### src/core/tmrx_cfg.svh
// Constants for the timer 0/1 control and external interrupt flag block.
// Assumes inclusion by bare name from core/.
`ifndef TMRX_CFG_SVH
`define TMRX_CFG_SVH
`define TMRX_ADDR_MODE      8'h89
`define TMRX_ADDR_CTRL      8'h88
`define TMRX_ADDR_EXTCFG    8'he4
`define TMRX_RST_MODE       8'h00
`define TMRX_RST_CTRL       8'h00
`define TMRX_RST_EXTCFG     8'h01
`define TMRX_B_FLAG_TB_OVF  7
`define TMRX_B_RUN_TB       6
`define TMRX_B_FLAG_TA_OVF  5
`define TMRX_B_RUN_TA       4
`define TMRX_B_FLAG_EB      3
`define TMRX_B_EDGE_EB      2
`define TMRX_B_FLAG_EA      1
`define TMRX_B_EDGE_EA      0
`define TMRX_B_POL_A        3
`define TMRX_B_POL_B        7
`define TMRX_M_GATE_B       7
`define TMRX_M_SRC_B        6
`define TMRX_M_GATE_A       3
`define TMRX_M_SRC_A        2
`define TMRX_M_MODE_B_LO    4
`define TMRX_M_MODE_A_LO    0
`endif

### src/core/tmrx_pkg.sv
// Types for the timer 0/1 control block.
// Assumes tmrx_cfg.svh sits beside it.
package tmrx_pkg;
    typedef enum logic [1:0]
    {
        TMRX_MODE_13BIT = 2'b00,
        TMRX_MODE_16BIT = 2'b01,
        TMRX_MODE_8RELD = 2'b10,
        TMRX_MODE_SPLIT = 2'b11
    } tmrx_mode_t;
endpackage

### src/core/tmrx_ext_if.sv
// Interface between the top and one external interrupt channel.
// Assumes a single clock domain.
`timescale 1ns/1ps
interface tmrx_ext_if;
    logic pinSync;
    logic edgeSel;
    logic polHigh;
    logic swClear;
    logic vectorAck;
    logic flag;
    modport top (output pinSync, output edgeSel, output polHigh, output swClear,
                 output vectorAck, input flag);
    modport chan (input pinSync, input edgeSel, input polHigh, input swClear,
                  input vectorAck, output flag);
endinterface

### src/core/tmrx_ext_chan.sv
// One external interrupt flag channel: level or edge detection.
// Assumes pinSync is already synchronised to clk.
`timescale 1ns/1ps
module tmrx_ext_chan
(
    input  wire logic clk,
    input  wire logic resetn,
    tmrx_ext_if.chan  ch
);
    import tmrx_pkg::*;
    logic activeNow;
    logic prevReg;
    logic prevNext;
    logic flagReg;
    logic flagNext;

    always_comb
    begin
        activeNow = ch.pinSync ~^ ch.polHigh;
        prevNext  = activeNow;
        flagNext  = flagReg;
        if (!ch.edgeSel)
        begin
            flagNext = activeNow;
        end
        else
        begin
            if (ch.swClear || ch.vectorAck)
            begin
                flagNext = 1'b0;
            end
            if (activeNow && !prevReg)
            begin
                flagNext = 1'b1;
            end
        end
    end

    always_ff @(posedge clk or negedge resetn)
    begin
        if (!resetn)
        begin
            prevReg <= 1'b0;
            flagReg <= 1'b0;
        end
        else
        begin
            prevReg <= prevNext;
            flagReg <= flagNext;
        end
    end

    assign ch.flag = flagReg;
endmodule

### src/core/tmrx_ctrl.sv
// Timer 0/1 mode and control registers with external interrupt flags.
// Assumes an SFR port on clk; count datapaths sit outside.
// Operation
// - Each external input has an edge-select bit: 0 means level, 1 means edge.
// - Active polarity of each input comes from its own bit in the config register.
// - Hardware sets flag A when the selected edge or level is seen on line A.
// - In edge mode software clears flag A, and vectoring clears it too.
// - In level mode flag A reads 1 while line A is at its active level.
// - Input B flag behaves exactly like input A.
// - Overflow flags set on overflow, clear by software or on vectoring.
`timescale 1ns/1ps
`include "tmrx_cfg.svh"
module tmrx_ctrl
(
    input  wire logic               clk,
    input  wire logic               resetn,
    input  wire logic [7:0]         sfrAddr,
    input  wire logic [7:0]         sfrWdata,
    input  wire logic               sfrWrite,
    input  wire logic               sfrRead,
    output logic [7:0]              sfrRdata,
    input  wire logic               extLineA_n,
    input  wire logic               extLineB_n,
    input  wire logic               timerAOverflow,
    input  wire logic               timerBOverflow,
    input  wire logic               vectorExtA,
    input  wire logic               vectorExtB,
    input  wire logic               vectorTimerA,
    input  wire logic               vectorTimerB,
    output logic                    timerARun,
    output logic                    timerBRun,
    output logic                    timerAGateOpen,
    output logic                    timerBGateOpen,
    output logic                    timerACountPin,
    output logic                    timerBCountPin,
    output tmrx_pkg::tmrx_mode_t    timerAMode,
    output tmrx_pkg::tmrx_mode_t    timerBMode,
    output logic                    extIrqA,
    output logic                    extIrqB
);
    import tmrx_pkg::*;

    // ----------------------------------------
    // Line synchronisers
    // ----------------------------------------
    logic [2:0] syncA_reg;
    logic [2:0] syncB_reg;
    logic [2:0] syncA_next;
    logic [2:0] syncB_next;
    logic       stableA_reg;
    logic       stableB_reg;
    logic       stableA_next;
    logic       stableB_next;

    always_comb
    begin
        syncA_next   = {syncA_reg[1:0], extLineA_n};
        syncB_next   = {syncB_reg[1:0], extLineB_n};
        stableA_next = (syncA_reg[1] == syncA_reg[2]) ? syncA_reg[2] : stableA_reg;
        stableB_next = (syncB_reg[1] == syncB_reg[2]) ? syncB_reg[2] : stableB_reg;
    end

    always_ff @(posedge clk or negedge resetn)
    begin
        if (!resetn)
        begin
            syncA_reg   <= 3'h7;
            syncB_reg   <= 3'h7;
            stableA_reg <= 1'b1;
            stableB_reg <= 1'b1;
        end
        else
        begin
            syncA_reg   <= syncA_next;
            syncB_reg   <= syncB_next;
            stableA_reg <= stableA_next;
            stableB_reg <= stableB_next;
        end
    end

    // ----------------------------------------
    // Registers
    // ----------------------------------------
    logic [7:0] timer_mode_config_reg;
    logic [7:0] timer_mode_config_next;
    logic [7:0] timer_irq_control_reg;
    logic [7:0] timer_irq_control_next;
    logic [7:0] external_irq_config_reg;
    logic [7:0] external_irq_config_next;
    logic [7:0] rdata_reg;
    logic [7:0] rdata_next;
    logic       wrCtrl;
    logic       flagA;
    logic       flagB;

    tmrx_ext_if chA ();
    tmrx_ext_if chB ();

    assign wrCtrl = sfrWrite && (sfrAddr == `TMRX_ADDR_CTRL);

    assign chA.pinSync   = stableA_reg;
    assign chA.edgeSel   = timer_irq_control_reg[`TMRX_B_EDGE_EA];
    assign chA.polHigh   = external_irq_config_reg[`TMRX_B_POL_A];
    assign chA.swClear   = wrCtrl && !sfrWdata[`TMRX_B_FLAG_EA];
    assign chA.vectorAck = vectorExtA;
    assign flagA         = chA.flag;
    assign chB.pinSync   = stableB_reg;
    assign chB.edgeSel   = timer_irq_control_reg[`TMRX_B_EDGE_EB];
    assign chB.polHigh   = external_irq_config_reg[`TMRX_B_POL_B];
    assign chB.swClear   = wrCtrl && !sfrWdata[`TMRX_B_FLAG_EB];
    assign chB.vectorAck = vectorExtB;
    assign flagB         = chB.flag;

    tmrx_ext_chan uChanA
    (
        .clk    (clk),
        .resetn (resetn),
        .ch     (chA)
    );

    tmrx_ext_chan uChanB
    (
        .clk    (clk),
        .resetn (resetn),
        .ch     (chB)
    );

    always_comb
    begin
        timer_mode_config_next   = timer_mode_config_reg;
        external_irq_config_next = external_irq_config_reg;
        timer_irq_control_next   = timer_irq_control_reg;
        if (sfrWrite && (sfrAddr == `TMRX_ADDR_MODE))
        begin
            timer_mode_config_next = sfrWdata;
        end
        if (sfrWrite && (sfrAddr == `TMRX_ADDR_EXTCFG))
        begin
            external_irq_config_next = sfrWdata;
        end
        if (wrCtrl)
        begin
            timer_irq_control_next = sfrWdata;
        end
        // Vectoring clears, hardware overflow set wins over any clear
        if (vectorTimerA)
        begin
            timer_irq_control_next[`TMRX_B_FLAG_TA_OVF] = 1'b0;
        end
        if (vectorTimerB)
        begin
            timer_irq_control_next[`TMRX_B_FLAG_TB_OVF] = 1'b0;
        end
        if (timerAOverflow)
        begin
            timer_irq_control_next[`TMRX_B_FLAG_TA_OVF] = 1'b1;
        end
        if (timerBOverflow)
        begin
            timer_irq_control_next[`TMRX_B_FLAG_TB_OVF] = 1'b1;
        end
        // External flags live in the channels
        timer_irq_control_next[`TMRX_B_FLAG_EA] = 1'b0;
        timer_irq_control_next[`TMRX_B_FLAG_EB] = 1'b0;
    end

    // ----------------------------------------
    // Read path
    // ----------------------------------------
    always_comb
    begin
        rdata_next = rdata_reg;
        if (sfrRead)
        begin
            case (sfrAddr)
                `TMRX_ADDR_MODE:   rdata_next = timer_mode_config_reg;
                `TMRX_ADDR_EXTCFG: rdata_next = external_irq_config_reg;
                `TMRX_ADDR_CTRL:
                begin
                    rdata_next = timer_irq_control_reg;
                    rdata_next[`TMRX_B_FLAG_EA] = flagA;
                    rdata_next[`TMRX_B_FLAG_EB] = flagB;
                end
                default:           rdata_next = 8'h00;
            endcase
        end
    end

    always_ff @(posedge clk or negedge resetn)
    begin
        if (!resetn)
        begin
            timer_mode_config_reg   <= `TMRX_RST_MODE;
            timer_irq_control_reg   <= `TMRX_RST_CTRL;
            external_irq_config_reg <= `TMRX_RST_EXTCFG;
            rdata_reg               <= 8'h00;
        end
        else
        begin
            timer_mode_config_reg   <= timer_mode_config_next;
            timer_irq_control_reg   <= timer_irq_control_next;
            external_irq_config_reg <= external_irq_config_next;
            rdata_reg               <= rdata_next;
        end
    end

    // ----------------------------------------
    // Registered outputs to the count datapaths
    // ----------------------------------------
    logic       outRunA_next;
    logic       outRunB_next;
    logic       outGateA_next;
    logic       outGateB_next;
    tmrx_mode_t outModeA_next;
    tmrx_mode_t outModeB_next;

    always_comb
    begin
        outRunA_next  = timer_irq_control_next[`TMRX_B_RUN_TA];
        outRunB_next  = timer_irq_control_next[`TMRX_B_RUN_TB];
        // Gate open when pin gating is off or the line is at its active level
        outGateA_next = !timer_mode_config_next[`TMRX_M_GATE_A] ||
                        (stableA_next ~^ external_irq_config_next[`TMRX_B_POL_A]);
        outGateB_next = !timer_mode_config_next[`TMRX_M_GATE_B] ||
                        (stableB_next ~^ external_irq_config_next[`TMRX_B_POL_B]);
        outModeA_next = tmrx_mode_t'(timer_mode_config_next[`TMRX_M_MODE_A_LO +: 2]);
        outModeB_next = tmrx_mode_t'(timer_mode_config_next[`TMRX_M_MODE_B_LO +: 2]);
    end

    always_ff @(posedge clk or negedge resetn)
    begin
        if (!resetn)
        begin
            timerARun      <= 1'b0;
            timerBRun      <= 1'b0;
            timerAGateOpen <= 1'b1;
            timerBGateOpen <= 1'b1;
            timerACountPin <= 1'b0;
            timerBCountPin <= 1'b0;
            timerAMode     <= TMRX_MODE_13BIT;
            timerBMode     <= TMRX_MODE_13BIT;
            extIrqA        <= 1'b0;
            extIrqB        <= 1'b0;
            sfrRdata       <= 8'h00;
        end
        else
        begin
            timerARun      <= outRunA_next;
            timerBRun      <= outRunB_next;
            timerAGateOpen <= outGateA_next;
            timerBGateOpen <= outGateB_next;
            timerACountPin <= timer_mode_config_next[`TMRX_M_SRC_A];
            timerBCountPin <= timer_mode_config_next[`TMRX_M_SRC_B];
            timerAMode     <= outModeA_next;
            timerBMode     <= outModeB_next;
            extIrqA        <= flagA;
            extIrqB        <= flagB;
            sfrRdata       <= rdata_next;
        end
    end
endmodule

### config.mk
export PLATFORM = sky130hd
export DESIGN_NAME = tmrx_ctrl
export DESIGN_NICKNAME = d
export VERILOG_FILES = /design/src/core/tmrx_pkg.sv /design/src/core/tmrx_ext_if.sv /design/src/core/tmrx_ext_chan.sv /design/src/core/tmrx_ctrl.sv
export VERILOG_INCLUDE_DIRS = /design/src /design/src/core
export SDC_FILE = /design/constraint.sdc
export NUM_CORES = 1
export LEC_CHECK = 0
export ABC_AREA = 1
export BUFFER_PORTS_ARGS = -buffer_cell sky130_fd_sc_hd__buf_2
export CORE_UTILIZATION = 60
export CTS_BUF_LIST = sky130_fd_sc_hd__clkbuf_4
export DETAILED_ROUTE_END_ITERATION = 12
export PLACE_DENSITY = 0.85
export SLEW_MARGIN = 20
export SYNTH_ARGS = -nofsm -noshare
export SYNTH_HDL_FRONTEND = slang
export SYNTH_SLANG_ARGS = --single-unit
### constraint.sdc
create_clock -name clk -period 2.1 [get_ports clk]
set_input_delay 0.42 -clock clk [delete_from_list [all_inputs] [get_ports clk]]
set_output_delay 0.42 -clock clk [all_outputs]
set_load 0.005 [all_outputs]
==> results of run 1 <==
[layout make-up]
cell class	count	share of cell area
well taps	46	0.0229
clock inverters	1	0.00149
clock buffers	7	0.0209
flip-flops and latches	46	0.463
multi-input cells	162	0.351
inverters	26	0.0388
repair buffers	48	0.102
[logic make-up after synthesis]
group | after synthesis | synth area share
buf+inv | 35 | 0.0767
xor+xnor | 2 | 0.00790
flops | 46 | 0.525
simple gates | 136 | 0.303
compound gates | 24 | 0.0869
[power by group]
part	total, mW	internal (mW)	switching [mW]
Clock	0.416	0.155	0.261
Sequential	0.972	0.942	0.0299
Combinational	0.178	0.0699	0.108
Total	1.57	1.17	0.399
[path summary, 6_finish.rpt]
| kind | startpoint | endpoint | slack (ns) | cells past startpoint |
|---|---|---|---|---|
| max reg2reg | syncA_reg[1] | timerAGateOpen | 1.00 | 6 |
| min in group clk | extLineA_n | syncA_reg[0] | 0.14 | 1 |
| max | timerAGateOpen | timerAGateOpen | 0.69 | 1 |
| max in group asynchronous | resetn | external_irq_config_reg[0] | 1.53 | 2 |
| min reg2reg | syncA_reg[0] | syncA_reg[1] | 0.37 | 0 |
| min | resetn | uChanB.prevReg | 0.004 | 1 |
[through the flow]
stage | power [mW] | worst slack, ns
2_1_floorplan | 1.08 | 0.820
3_3_place_gp | 1.16 | 0.509
5_1_grt | 1.65 | 0.653
3_5_place_dp | 1.17 | 0.476
4_1_cts | 1.57 | 0.678
6_report | 1.57 | 0.688
[layer usage]
| metal | track usage | routed length, µm | vias up | part of all wire |
|---|---|---|---|---|
| met5 | 0 | 0 | - | 0 |
| met4 | 0.142 | 107 | 0 | 0.024 |
| met3 | 0.0420 | 178 | 10 | 0.041 |
| met2 | 0.409 | 2170 | 50 | 0.50 |
| met1 | 0.312 | 1910 | 844 | 0.44 |
| li1 | - | - | 861 | - |
[layout by cell type (no fill, tap or decap), types with 3 or more instances in the layout]
cell type and n:
sky130_fd_sc_hd__nand2_1 76, sky130_fd_sc_hd__buf_2 47, sky130_fd_sc_hd__dfrtp_1 35, sky130_fd_sc_hd__nand3_1 29
sky130_fd_sc_hd__inv_1 23, sky130_fd_sc_hd__o21ai_2 18, sky130_fd_sc_hd__dfstp_2 11, sky130_fd_sc_hd__nor2_1 7
sky130_fd_sc_hd__clkbuf_4 7, sky130_fd_sc_hd__nand3_2 5, sky130_fd_sc_hd__nand2_2 5, sky130_fd_sc_hd__nor2_4 3
sky130_fd_sc_hd__inv_2 3
==> metrics.sh, run 1 <==
STATUS='complete, no violations'
POWER_LEAKAGE_nW=1.34
GPL.FINAL_WEIGHTED_CONGESTION=0.795
SYNTH_WARNINGS=0
MAPPEDNETLISTNETS=271
WORST_MIN_DELAY_PATH_CATEGORY='in2async'
POST_CTS.RESIZED_INSTANCES=0
CTS-ROOT-BUF='sky130_fd_sc_hd__clkbuf_4'
GRT.TOTAL_USAGE=0.249
MAX_SLEW.WORST_PIN.SLEW_NS=0.489
GRT_SETUP_UNREPAIRED='no'
ROW_COUNT=21
DESIGN.DIE.AREA_MM2=0.00394
TIMING.FINAL.HOLD_VIOLATIONS=0
SEQCELLAREA_MM2=0.00116
CLK_PIN_SLEW_WORST_PATHS_NS=0.12
CRITICAL-PATH-TOP-DELAY-FAMILY='flip-flops'
ANTENNA_VIOLATIONS_BEFORE_REPAIR=0
MAX_CLOCK_FREQ_MHz=708
SYN_AREA_PER_CELL_UM2=9.12
CLOCK_TREE.BUFFER_DEPTH=2
SYNTH.FF_LATCH_COUNT=46
MIN_PERIOD_OVER_PERIOD=0.672
POST_SYNTH_NUM_CELL_TYPES=27
GRT_FIRST_PASS_WIRELENGTH_UM=7410
POST_SYNTH_INSTANCE_AREA_MM2=0.00222
WORSTPATHREQUIRED_NS=1.68
DRIVE_ABOVE_1_SHARE=0.362
CTS_INSERTED_BUFFERS=5
SETUP_TNS_NS=0
SYNTH-SEQ-AREA-SHARE=0.525
ANTENNA_LEFT=0
FIRST_GLOBAL_VIAS=1719
DRT_FIRST_PASS_ITERS=4
FINISH.CELL_COUNT_WITHOUT_FILLERS=336
FINALMAXSLEWVIOLATIONS=0
CLK_LATENCY_NS=0.36
SYNTH.AREA.TOP_CELLS='sky130_fd_sc_hd__dfrtp_1 40%, sky130_fd_sc_hd__dfstp_2 13%, sky130_fd_sc_hd__nand2_1 13%, sky130_fd_sc_hd__o21ai_2 7.1%, sky130_fd_sc_hd__nand3_1 6.5%'
SETUP.WORST_PATH.END_CLASS='output pin'
SYN_TO_LAYOUT_AREA_DELTA_PCT=13.4
N_ANTENNA_CELL=0
TIMING.CRITICAL_PATH.CELLS='buf_2'
BOUNDARYPINS=48
IR_WORST_VDD_uV=514
VERTICAL_DIE_DIMENSION_UM=62.8
POWERDENSITY_mW_PER_MM2=623
GR-TOTAL-OVERFLOW=0
DESIGN.CORE.AREA_MM2=0.00344
TIMING.SETUP.CRITICAL_PATH_CLASS='reg2out'
CRITPATHARRIVALTIME_NS=0.99
COMMONEST_CELLS_IN_THE_SYNTHESIZED_NETLIST='76 x sky130_fd_sc_hd__nand2_1, 35 x sky130_fd_sc_hd__dfrtp_1, 29 x sky130_fd_sc_hd__nand3_1, 23 x sky130_fd_sc_hd__inv_1, 18 x sky130_fd_sc_hd__o21ai_2'
HPWL_UM=3320
SYNTH_LARGEST_TYPE_AREA_FRACTION=0.395
VIA_PER_INST=5.25
SYNTH_ENABLE_FLOP_CELLS=0
FIN_HOLD_WS_NS=0.00364
ROUTED-VIA-COUNT=1765
DRV_CAP=0
LAYOUT.FILLER_CELLS=268
CLOCK_TREE_FROM_TRITONCTS='done'
INITIAL_CORE_UTILIZATION=0.644
SYNTH_FLOP_CELL='sky130_fd_sc_hd__dfrtp_1'
PATH_MAX_FANOUT=1
YOSYSMOSTFREQUENTCELL='sky130_fd_sc_hd__nand2_1'
CPMAXSTAGEDELAYCELL='sky130_fd_sc_hd__dfstp_2'
SYNTH_CELLS=243
CTS_SETUP_BUFFERS=0
FINAL_UTIL=0.730
WL_UM=4370
WORST_CLOCK_SKEW_NS=0.00473
CTS_HOLD_BUF=0
SLEW-LIMIT-HEADROOM=0.674
GRT_START_MAX_NET_PINS=26
CTS_MAX_LEVEL=2
DRTITER0DRC=105
NUMBER_OF_BUFFER_AND_INVERTER_INSTANCES_ALONG_THE_WORST_SETUP_PATH=1
DRT_DRC_VIOLATIONS_LEFT=0
LAYOUT_MIN_CYCLE_TIME_NS=1.41
SETUP_VIOL=0
LAYOUT.NETS=317
POST-SYNTH-TOP-AREA-CELL='sky130_fd_sc_hd__dfrtp_1'
CTS.SINK_COUNT=46
MULTI_INPUT_COMBINATIONAL_CELL_AREA_UM2=882
FINAL_DESIGN_AREA_NO_FILL_MM2=0.00251
START_KIND='register'
CRIT_PATH_LARGEST_CELL_DELAY_NS=0.54
ASYNC_FLOP_SHARE=1.00
ROUTEDWLPERCELL_UM=13.0
PLACEMENT.IO_BUFFERS=47
CHIPWIDTH_UM=62.8
PLACED_CELLS=328
POST_DP_CELL_AREA_MM2=0.00246
Power figures use the tool's default switching activity.
==> inputs of run 2 (changes only) <==
--- a/config.mk
+++ b/config.mk
@@ -8,10 +8,10 @@
 export LEC_CHECK = 0
 export ABC_AREA = 1
 export BUFFER_PORTS_ARGS = -buffer_cell sky130_fd_sc_hd__buf_2
-export CORE_UTILIZATION = 60
+export CORE_UTILIZATION = 56
 export CTS_BUF_LIST = sky130_fd_sc_hd__clkbuf_4
 export DETAILED_ROUTE_END_ITERATION = 12
-export PLACE_DENSITY = 0.85
+export PLACE_DENSITY = 0.8
 export SLEW_MARGIN = 20
 export SYNTH_ARGS = -nofsm -noshare
 export SYNTH_HDL_FRONTEND = slang
==> constraint.sdc (replaced) <==
create_clock -name clk -period 1.47 [get_ports clk]
set_input_delay 0.294 -clock clk [delete_from_list [all_inputs] [get_ports clk]]
set_output_delay 0.294 -clock clk [all_outputs]
set_load 0.005 [all_outputs]
==> run 2 against run 1 <==
  * Via count about the same
  * Worst hold slack better by 0.010 ns
  * Combinational power up 44%
  * Critical endpoint is now timerBGateOpen
  * Highest routed layer unchanged
  * Sequential share of layout area down 0.86 points
  * Routed wire length up 1.1%
  * Clock skew up 0.0096 ns
  * Total power up 43%
==> metrics.sh, run 2 (synthesis gave the netlist of run 1 again) <==
MAX_SLEW.WORST_PIN.SLEW_NS=0.315  # -0.174 ns
SETUP_VIOL=0  # unchanged
DRV_CAP=0  # unchanged
POWERDENSITY_mW_PER_MM2=871  # +40%
GRT_SETUP_UNREPAIRED='no'
MOST_USED_CELLS_IN_THE_LAYOUT_EXCLUDING_FILL_AND_TAP_CELLS='76 x sky130_fd_sc_hd__nand2_1, 47 x sky130_fd_sc_hd__buf_2, 35 x sky130_fd_sc_hd__dfrtp_1, 29 x sky130_fd_sc_hd__nand3_1, 23 x sky130_fd_sc_hd__inv_1'
DRT_FIRST_PASS_ITERS=4  # unchanged
POWER_LEAKAGE_nW=1.37  # +2.1%
FINAL_COMMON_CELL='sky130_fd_sc_hd__nand2_1'
CHIPWIDTH_UM=64.9  # +3.4%
ROW_COUNT=22  # +4.8%
WORST_R2R_END='timerAGateOpen'
PLACEMENT.IO_BUFFERS=47  # unchanged
START_KIND='register'
TIMING.REG2REG.SETUP_SLACK_NS=0.35  # -0.65 ns
CLOCK_TREE.BUFFER_DEPTH=2  # unchanged
CLK_PIN_SLEW_WORST_PATHS_NS=0.13  # about the same
FINALMAXSLEWVIOLATIONS=0  # unchanged
REGTOREGSTARTPOINT='syncA_reg[1]'
CLOCK_TREE_FROM_TRITONCTS='done'
CTS.SINK_COUNT=46  # unchanged
CTS_INSERTED_BUFFERS=5  # unchanged
STATUS='complete, no violations'
LAYOUT_MIN_CYCLE_TIME_NS=1.28
TOTAL_DESIGN_POWER_mW=2.23  # +43%
GRT.TOTAL_USAGE=0.241  # -0.00833
MAX_CLOCK_FREQ_MHz=780
CRITPATHARRIVALTIME_NS=0.99  # about the same
BOUNDARYPINS=48  # unchanged
FINAL_CRITICAL_PATH_SETUP_SLACK_NS=0.188  # -0.500 ns
TIMING.REG2REG.WORST_PATH_DEPTH=6  # unchanged
DRT_DRC_VIOLATIONS_LEFT=0  # unchanged
VERTICAL_DIE_DIMENSION_UM=64.9  # +3.4%
P_COMB_FRAC=0.115  # +0.002
WORSTPATHREQUIRED_NS=1.18  # -0.50 ns
HOLD_PATH_DEPTH=1
MIN_DELAY_WORST_ENDPOINT='syncB_reg[0]'
DESIGN.DIE.AREA_MM2=0.00421  # +6.9%
GPL.FINAL_WEIGHTED_CONGESTION=0.820  # +3.1%
WORST_MIN_DELAY_PATH_CATEGORY='in2reg'
HPWL_UM=3260  # -1.7%
INT_POWER_mW=1.65  # +41%
FIN_HOLD_WS_NS=0.0141  # +0.0104 ns
TIMING.HOLD.WORST.START='extLineB_n'
CRITICAL-PATH-TOP-DELAY-FAMILY='flip-flops'
CTS_MAX_LEVEL=2  # unchanged
GRT_START_MAX_NET_PINS=47  # +81%
WL_UM=4420  # +1.1%
PATH_MAX_FANOUT=1  # unchanged
DRTITER0DRC=66  # -37%
TIMING.SETUP.CRITICAL_PATH_CLASS='reg2out'
ANTENNA_LEFT=0  # unchanged
IR_WORST_VDD_uV=490  # -4.6%
GRT_FIRST_PASS_WIRELENGTH_UM=7520  # +1.5%
TIMING.CRITICAL_PATH.CELLS='buf_2'
SLEW-LIMIT-HEADROOM=0.789  # +0.115
POST_DP_CELL_AREA_MM2=0.00250  # +1.6%
N_ANTENNA_CELL=0  # unchanged
NUMBER_OF_BUFFER_AND_INVERTER_INSTANCES_ALONG_THE_WORST_SETUP_PATH=1  # unchanged
MIN_PERIOD_OVER_PERIOD=0.872
SWITCHING_POWER_mW=0.584  # +46%
DRIVE_ABOVE_1_SHARE=0.372  # +0.00955
VIA_PER_INST=5.13  # -2.3%
POWER_FRAC_SEQ=0.623  # +0.002
PWR-SHARE-CLK=0.262  # -0.004
SETUP_TNS_NS=0  # unchanged
WORST_CLOCK_SKEW_NS=0.0144  # +0.00963 ns
SETUP.WORST_PATH.END_CLASS='output pin'
CTS-ROOT-BUF='sky130_fd_sc_hd__clkbuf_4'
TIMING.FINAL.HOLD_VIOLATIONS=0  # unchanged
CRIT_PATH_LARGEST_CELL_DELAY_NS=0.53  # about the same
GR-TOTAL-OVERFLOW=0  # unchanged
FINAL_DESIGN_AREA_NO_FILL_MM2=0.00256  # +1.9%
CPMAXSTAGEDELAYCELL='sky130_fd_sc_hd__dfstp_2'
CRITICAL_PATH_CELL_COUNT=1  # unchanged
ROUTED-VIA-COUNT=1766  # +0.057%
CLK_LATENCY_NS=0.36  # about the same
PRECTSSETUPSLACK_NS=0.107  # -0.369 ns
FIRST_GLOBAL_VIAS=1665  # -3.1%
ROUTEDWLPERCELL_UM=12.8  # -1.3%
INITIAL_CORE_UTILIZATION=0.597  # -0.0475
NETSWITCHINGFRACTION=0.261  # +0.00679
LAYOUT.NETS=323  # +1.9%
SYN_TO_LAYOUT_AREA_DELTA_PCT=15.5
ANTENNA_VIOLATIONS_BEFORE_REPAIR=0  # unchanged
DESIGN.CORE.AREA_MM2=0.00372  # +8.0%
run 2: cell types whose count changed in the layout (fill, tap and decap cells not counted), sizes merged:
cell / previous run / this run
buf: 48 / 53
clkbuf: 7 / 6
clkinv: 1 / 2
dlygate4sd3: 0 / 1
run 2: how the worst max path moves through the flow:
stage / from / endpoint / slack (ns)
final: timerBGateOpen / timerBGateOpen / 0.19
after global routing: timerBGateOpen / timerBGateOpen / 0.16
after CTS: timerBGateOpen / timerBGateOpen / 0.18
after detailed placement: sfrAddr[2] / timerBGateOpen / 0.11
after floorplan: sfrAddr[1] / timer_irq_control_reg[5] / 0.32
after global placement: sfrAddr[1] / sfrRdata[1] / 0.12
run 2: metal layers:
layer | part of all wire | vias up | track usage
met1 | 0.45 | 847 | 0.329
met2 | 0.50 | 40 | 0.374
li1 | - | 874 | -
met3 | 0.044 | 5 | 0.0423
met5 | 0 | - | 0
met4 | 0.010 | 0 | 0.108
run 2: per-stage QoR:
| step | instances | utilization |
|---|---|---|
| 6_report | 344 | 0.689 |
| 5_1_grt | 344 | 0.689 |
| 3_5_place_dp | 335 | 0.672 |
| 2_1_floorplan | 243 | - |
| 3_3_place_gp | 335 | 0.672 |
| 4_1_cts | 344 | 0.689 |
run 2: layout make-up:
class	count	area, µm²
clock buffers	6	45.0
clock inverters	2	8.76
fillers	299	1150
inverters	26	97.6
multi-input cells	162	882
flip-flops and latches	46	1160
well taps	48	60.1
repair buffers	54	303
run 2: power groups by stage:
stage | registers, mW | logic, mW | clock network [mW]
after floorplan | 1.40 | 0.143 | 0
after global placement | 1.41 | 0.251 | 0
after detailed placement | 1.41 | 0.257 | 0
after CTS | 1.39 | 0.261 | 0.590
after global routing | 1.40 | 0.292 | 0.644
final | 1.39 | 0.257 | 0.585
run 2: what timing repair did:
item | 4_1_cts | 5_1_grt
setup buffers | 0 | 0
gates resized for setup | 0 | 0
hold endpoints to repair | 35 | 0
hold buffers | 1 | 0
run 2: worst register-to-register path, cell delays in order (launching register included):
cell	delay, ns
sky130_fd_sc_hd__dfstp_2	0.56
sky130_fd_sc_hd__a21o_1	0.10
sky130_fd_sc_hd__o21ai_0	0.10
sky130_fd_sc_hd__inv_1	0.10
sky130_fd_sc_hd__nand3_1	0.08
sky130_fd_sc_hd__nand2_1	0.06
sky130_fd_sc_hd__nand2_1	0.05
==> inputs of run 3 (changes only) <==
--- a/config.mk
+++ b/config.mk
@@ -15,4 +15,5 @@
 export SLEW_MARGIN = 20
 export SYNTH_ARGS = -nofsm -noshare
 export SYNTH_HDL_FRONTEND = slang
+export SYNTH_HIERARCHICAL = 1
 export SYNTH_SLANG_ARGS = --single-unit
==> constraint.sdc (replaced) <==
create_clock -name clk -period 1.47 [get_ports clk]
set_input_delay 0.294 -clock clk [delete_from_list [all_inputs] [get_ports clk]]
set_output_delay 0.294 -clock clk [all_outputs]
set_load 0.1 [all_outputs]
==> run 3 against run 2 <==
  * Sequential cell count stayed put
  * Sequential share of layout area fell by 2.6 points
  * Count of clock-buffer cells in the layout up 1
  * Die area increased by 2.2%
  * Worst hold slack improved by 0.13 ns
  * Synthesized cell count increased by 0.82%
  * Area after synthesis rose by 2.3%
  * Core utilization increased by 3.1 points
  * Critical path depth did not move
  * Critical endpoint is now extIrqA
==> metrics.sh, run 3 <==
STATUS='complete, no violations'
SYN_TO_LAYOUT_AREA_DELTA_PCT=19.7
START_KIND='register'
GR-TOTAL-OVERFLOW=0  # unchanged
VERTICAL_DIE_DIMENSION_UM=65.6  # +1.1%
INITIAL_CORE_UTILIZATION=0.602  # +0.00489
YOSYSMOSTFREQUENTCELL='sky130_fd_sc_hd__nand2_1'
SYNTH_LARGEST_TYPE_AREA_FRACTION=0.386  # -0.00893
ASYNC_FLOP_SHARE=1.00  # unchanged
SETUP_VIOL=0  # unchanged
WORST_CLOCK_SKEW_NS=0.00421  # -0.0102 ns
CTS_INSERTED_BUFFERS=5  # unchanged
SYN_AREA_PER_CELL_UM2=9.26  # +1.5%
FIRST_GLOBAL_VIAS=1715  # +3.0%
MAPPEDNETLISTNETS=273  # +0.74%
PLACED_CELLS=335  # unchanged
COMMONEST_CELLS_IN_THE_SYNTHESIZED_NETLIST='67 x sky130_fd_sc_hd__nand2_1, 35 x sky130_fd_sc_hd__dfrtp_1, 33 x sky130_fd_sc_hd__nand3_1, 26 x sky130_fd_sc_hd__inv_1, 17 x sky130_fd_sc_hd__o21ai_2'
DESIGN.DIE.AREA_MM2=0.00431  # +2.2%
CLOCK_TREE.BUFFER_DEPTH=2  # unchanged
GPL.FINAL_WEIGHTED_CONGESTION=0.838  # +2.3%
DRT_DRC_VIOLATIONS_LEFT=0  # unchanged
HOLD_PATH_DEPTH=3  # +2
WORST_R2R_END='timerAGateOpen'
WORSTPATHREQUIRED_NS=1.18  # about the same
MAX_SLEW.WORST_PIN.SLEW_NS=0.485  # +0.171 ns
MAX_CLOCK_FREQ_MHz=711  # -8.8%
TIMING.REG2REG.WORST_PATH_DEPTH=6  # unchanged
ROW_COUNT=22  # unchanged
GRT_FIRST_PASS_WIRELENGTH_UM=7760  # +3.1%
SYNTH.AREA.TOP_CELLS='sky130_fd_sc_hd__dfrtp_1 39%, sky130_fd_sc_hd__dfstp_2 13%, sky130_fd_sc_hd__nand2_1 11%, sky130_fd_sc_hd__nand3_1 7.3%, sky130_fd_sc_hd__o21ai_2 6.6%'
LAYOUT_MIN_CYCLE_TIME_NS=1.41  # +0.124 ns
CTS-ROOT-BUF='sky130_fd_sc_hd__clkbuf_4'
FINISH.CELL_COUNT_WITHOUT_FILLERS=346  # +0.58%
CRIT_PATH_LARGEST_CELL_DELAY_NS=0.42  # -0.11 ns
PATH_MAX_FANOUT=1  # unchanged
CRITICAL-PATH-TOP-DELAY-FAMILY='buffers and inverters'
GRT_SETUP_UNREPAIRED='no'
SYNTH_ENABLE_FLOP_CELLS=0  # unchanged
TIMING.CRITICAL_PATH.CELLS='buf_2'
WL_UM=4500  # +1.9%
TIMING.HOLD.WORST.START='timerAOverflow'
DRIVE_ABOVE_1_SHARE=0.386  # +0.0143
POWERDENSITY_mW_PER_MM2=956  # +9.7%
VIA_PER_INST=5.17  # +0.77%
DRT_FIRST_PASS_ITERS=4  # unchanged
FINAL_COMMON_CELL='sky130_fd_sc_hd__nand2_1'
POST_SYNTH_NUM_CELL_TYPES=26  # -3.7%
GRT_START_MAX_NET_PINS=47  # unchanged
SETUP.WORST_PATH.END_CLASS='output pin'
LAYOUT.NETS=325  # +0.62%
NUMBER_OF_BUFFER_AND_INVERTER_INSTANCES_ALONG_THE_WORST_SETUP_PATH=1  # unchanged
CHIPWIDTH_UM=65.6  # +1.1%
ROUTED-VIA-COUNT=1790  # +1.4%
DRV_CAP=0  # unchanged
ANTENNA_LEFT=0  # unchanged
BOUNDARYPINS=48  # unchanged
PLACEMENT.IO_BUFFERS=47  # unchanged
TIMING.REG2REG.SETUP_SLACK_NS=0.33  # -0.02 ns
POST_SYNTH_INSTANCE_AREA_MM2=0.00227  # +2.3%
DRTITER0DRC=102  # +55%
REGTOREGSTARTPOINT='syncA_reg[1]'
MOST_USED_CELLS_IN_THE_LAYOUT_EXCLUDING_FILL_AND_TAP_CELLS='67 x sky130_fd_sc_hd__nand2_1, 35 x sky130_fd_sc_hd__dfrtp_1, 33 x sky130_fd_sc_hd__nand3_1, 29 x sky130_fd_sc_hd__buf_2, 26 x sky130_fd_sc_hd__inv_1'
CLK_PIN_SLEW_WORST_PATHS_NS=0.12  # about the same
SYNTH_CELLS=245  # +0.82%
ANTENNA_VIOLATIONS_BEFORE_REPAIR=0  # unchanged
SYNTH_WARNINGS=6  # +6
CPMAXSTAGEDELAYCELL='sky130_fd_sc_hd__buf_2'
MIN_PERIOD_OVER_PERIOD=0.956  # +0.0841
FINAL_UTIL=0.720  # +0.0307
CTS_MAX_LEVEL=2  # unchanged
N_ANTENNA_CELL=0  # unchanged
TIMING.FINAL.HOLD_VIOLATIONS=0  # unchanged
GRT.TOTAL_USAGE=0.245  # +0.00370
CRITPATHARRIVALTIME_NS=1.11  # +0.12 ns
POWER_LEAKAGE_nW=1.40  # +1.9%
CTS.SINK_COUNT=46  # unchanged
ROUTEDWLPERCELL_UM=13.0  # +1.3%
SLEW-LIMIT-HEADROOM=0.679  # -0.111
CTS_SETUP_BUFFERS=0  # unchanged
IR_WORST_VDD_uV=648  # +32%
SYNTH_FLOP_CELL='sky130_fd_sc_hd__dfrtp_1'
CLOCK_TREE_FROM_TRITONCTS='done'
CLK_LATENCY_NS=0.36  # about the same
TIMING.SETUP.CRITICAL_PATH_CLASS='reg2out'
DESIGN.CORE.AREA_MM2=0.00377  # +1.5%
FINALMAXSLEWVIOLATIONS=0  # unchanged
MIN_DELAY_WORST_ENDPOINT='timer_irq_control_reg[5]'
SYNTH-SEQ-AREA-SHARE=0.514  # -0.0119
SYNTH.FF_LATCH_COUNT=46  # unchanged
POST-SYNTH-TOP-AREA-CELL='sky130_fd_sc_hd__dfrtp_1'
WORST_MIN_DELAY_PATH_CATEGORY='in2reg'
SETUP_TNS_NS=0  # unchanged
HPWL_UM=3300  # +1.2%
[run 3: changes by cell type after synthesis, sizes merged, moves of 2 or more]
cell   before  now
and2        1    3
nand3      35   37
nor2       13   15
o21ai      22   18
xnor2       2    0
[run 3: how the worst max path moves through the flow]
stage                        startpoint  cells past startpoint              to
2_1_floorplan  timer_mode_config_reg[6]                      4     sfrRdata[6]
3_3_place_gp                 sfrAddr[1]                      9  timerAGateOpen
3_5_place_dp                 sfrAddr[1]                      9  timerAGateOpen
4_1_cts                     sfrRdata[7]                      1     sfrRdata[7]
5_1_grt                         extIrqB                      1         extIrqB
6_report                        extIrqA                      1         extIrqA
[run 3: area by class of cell]
class | instances | area [µm²]
fillers | 276 | 1060
well taps | 48 | 60.1
multi-input cells | 163 | 926
flip-flops and latches | 46 | 1160
repair buffers | 54 | 378
inverters | 27 | 104
clock inverters | 1 | 30.0
clock buffers | 7 | 52.6
[run 3: logic make-up after synthesis]
kind of cell,count (synthesis),synth area share
buffers and inverters,36,0.0783
DFF,46,0.514
adders and majority gates,1,0.00441
AOI/OAI and AO/OA,19,0.0712
and+or+nand+nor,143,0.333
[run 3: worst reg2reg max path, cell delays in order, from the launching register on]
cell,delay [ns]
sky130_fd_sc_hd__dfstp_2,0.56
sky130_fd_sc_hd__a21o_1,0.10
sky130_fd_sc_hd__o21ai_0,0.11
sky130_fd_sc_hd__inv_1,0.10
sky130_fd_sc_hd__nand3_1,0.08
sky130_fd_sc_hd__nand2_1,0.07
sky130_fd_sc_hd__nand2_1,0.06
[run 3: repair_timing]
action,CTS,global route
pin swaps,0,0
hold buffers,1,2
endpoints found under the hold margin,35,2
endpoints found under the setup margin,9,7
gates resized for setup,9,7
[run 3: per-stage QoR]
step | cell area, µm² | hold slack, ns | power (mW) | setup slack [ns]
after floorplan | 2270 | -0.00159 | 1.69 | 0.146
after global placement | 2560 | 0.293 | 1.81 | 0.110
after detailed placement | 2560 | 0.291 | 1.82 | 0.0478
after CTS | 2680 | 0.00251 | 2.61 | 0.00332
after global routing | 2720 | 0.170 | 2.70 | 0.0000674
final | 2720 | 0.149 | 2.60 | 0.0640
[run 3: power by group]
part	internal, mW	switching [mW]	leakage, nW
registers	1.34	0.0463	0.580
logic	0.121	0.297	0.769
clock network	0.398	0.389	0.0463
[run 3: routing by layer]
layer	vias up	track usage	wire length [µm]
li1	881	-	-
met2	60	0.406	2140
met3	8	0.0573	247
met1	841	0.314	2030
met4	0	0.0788	80
met5	-	0	0
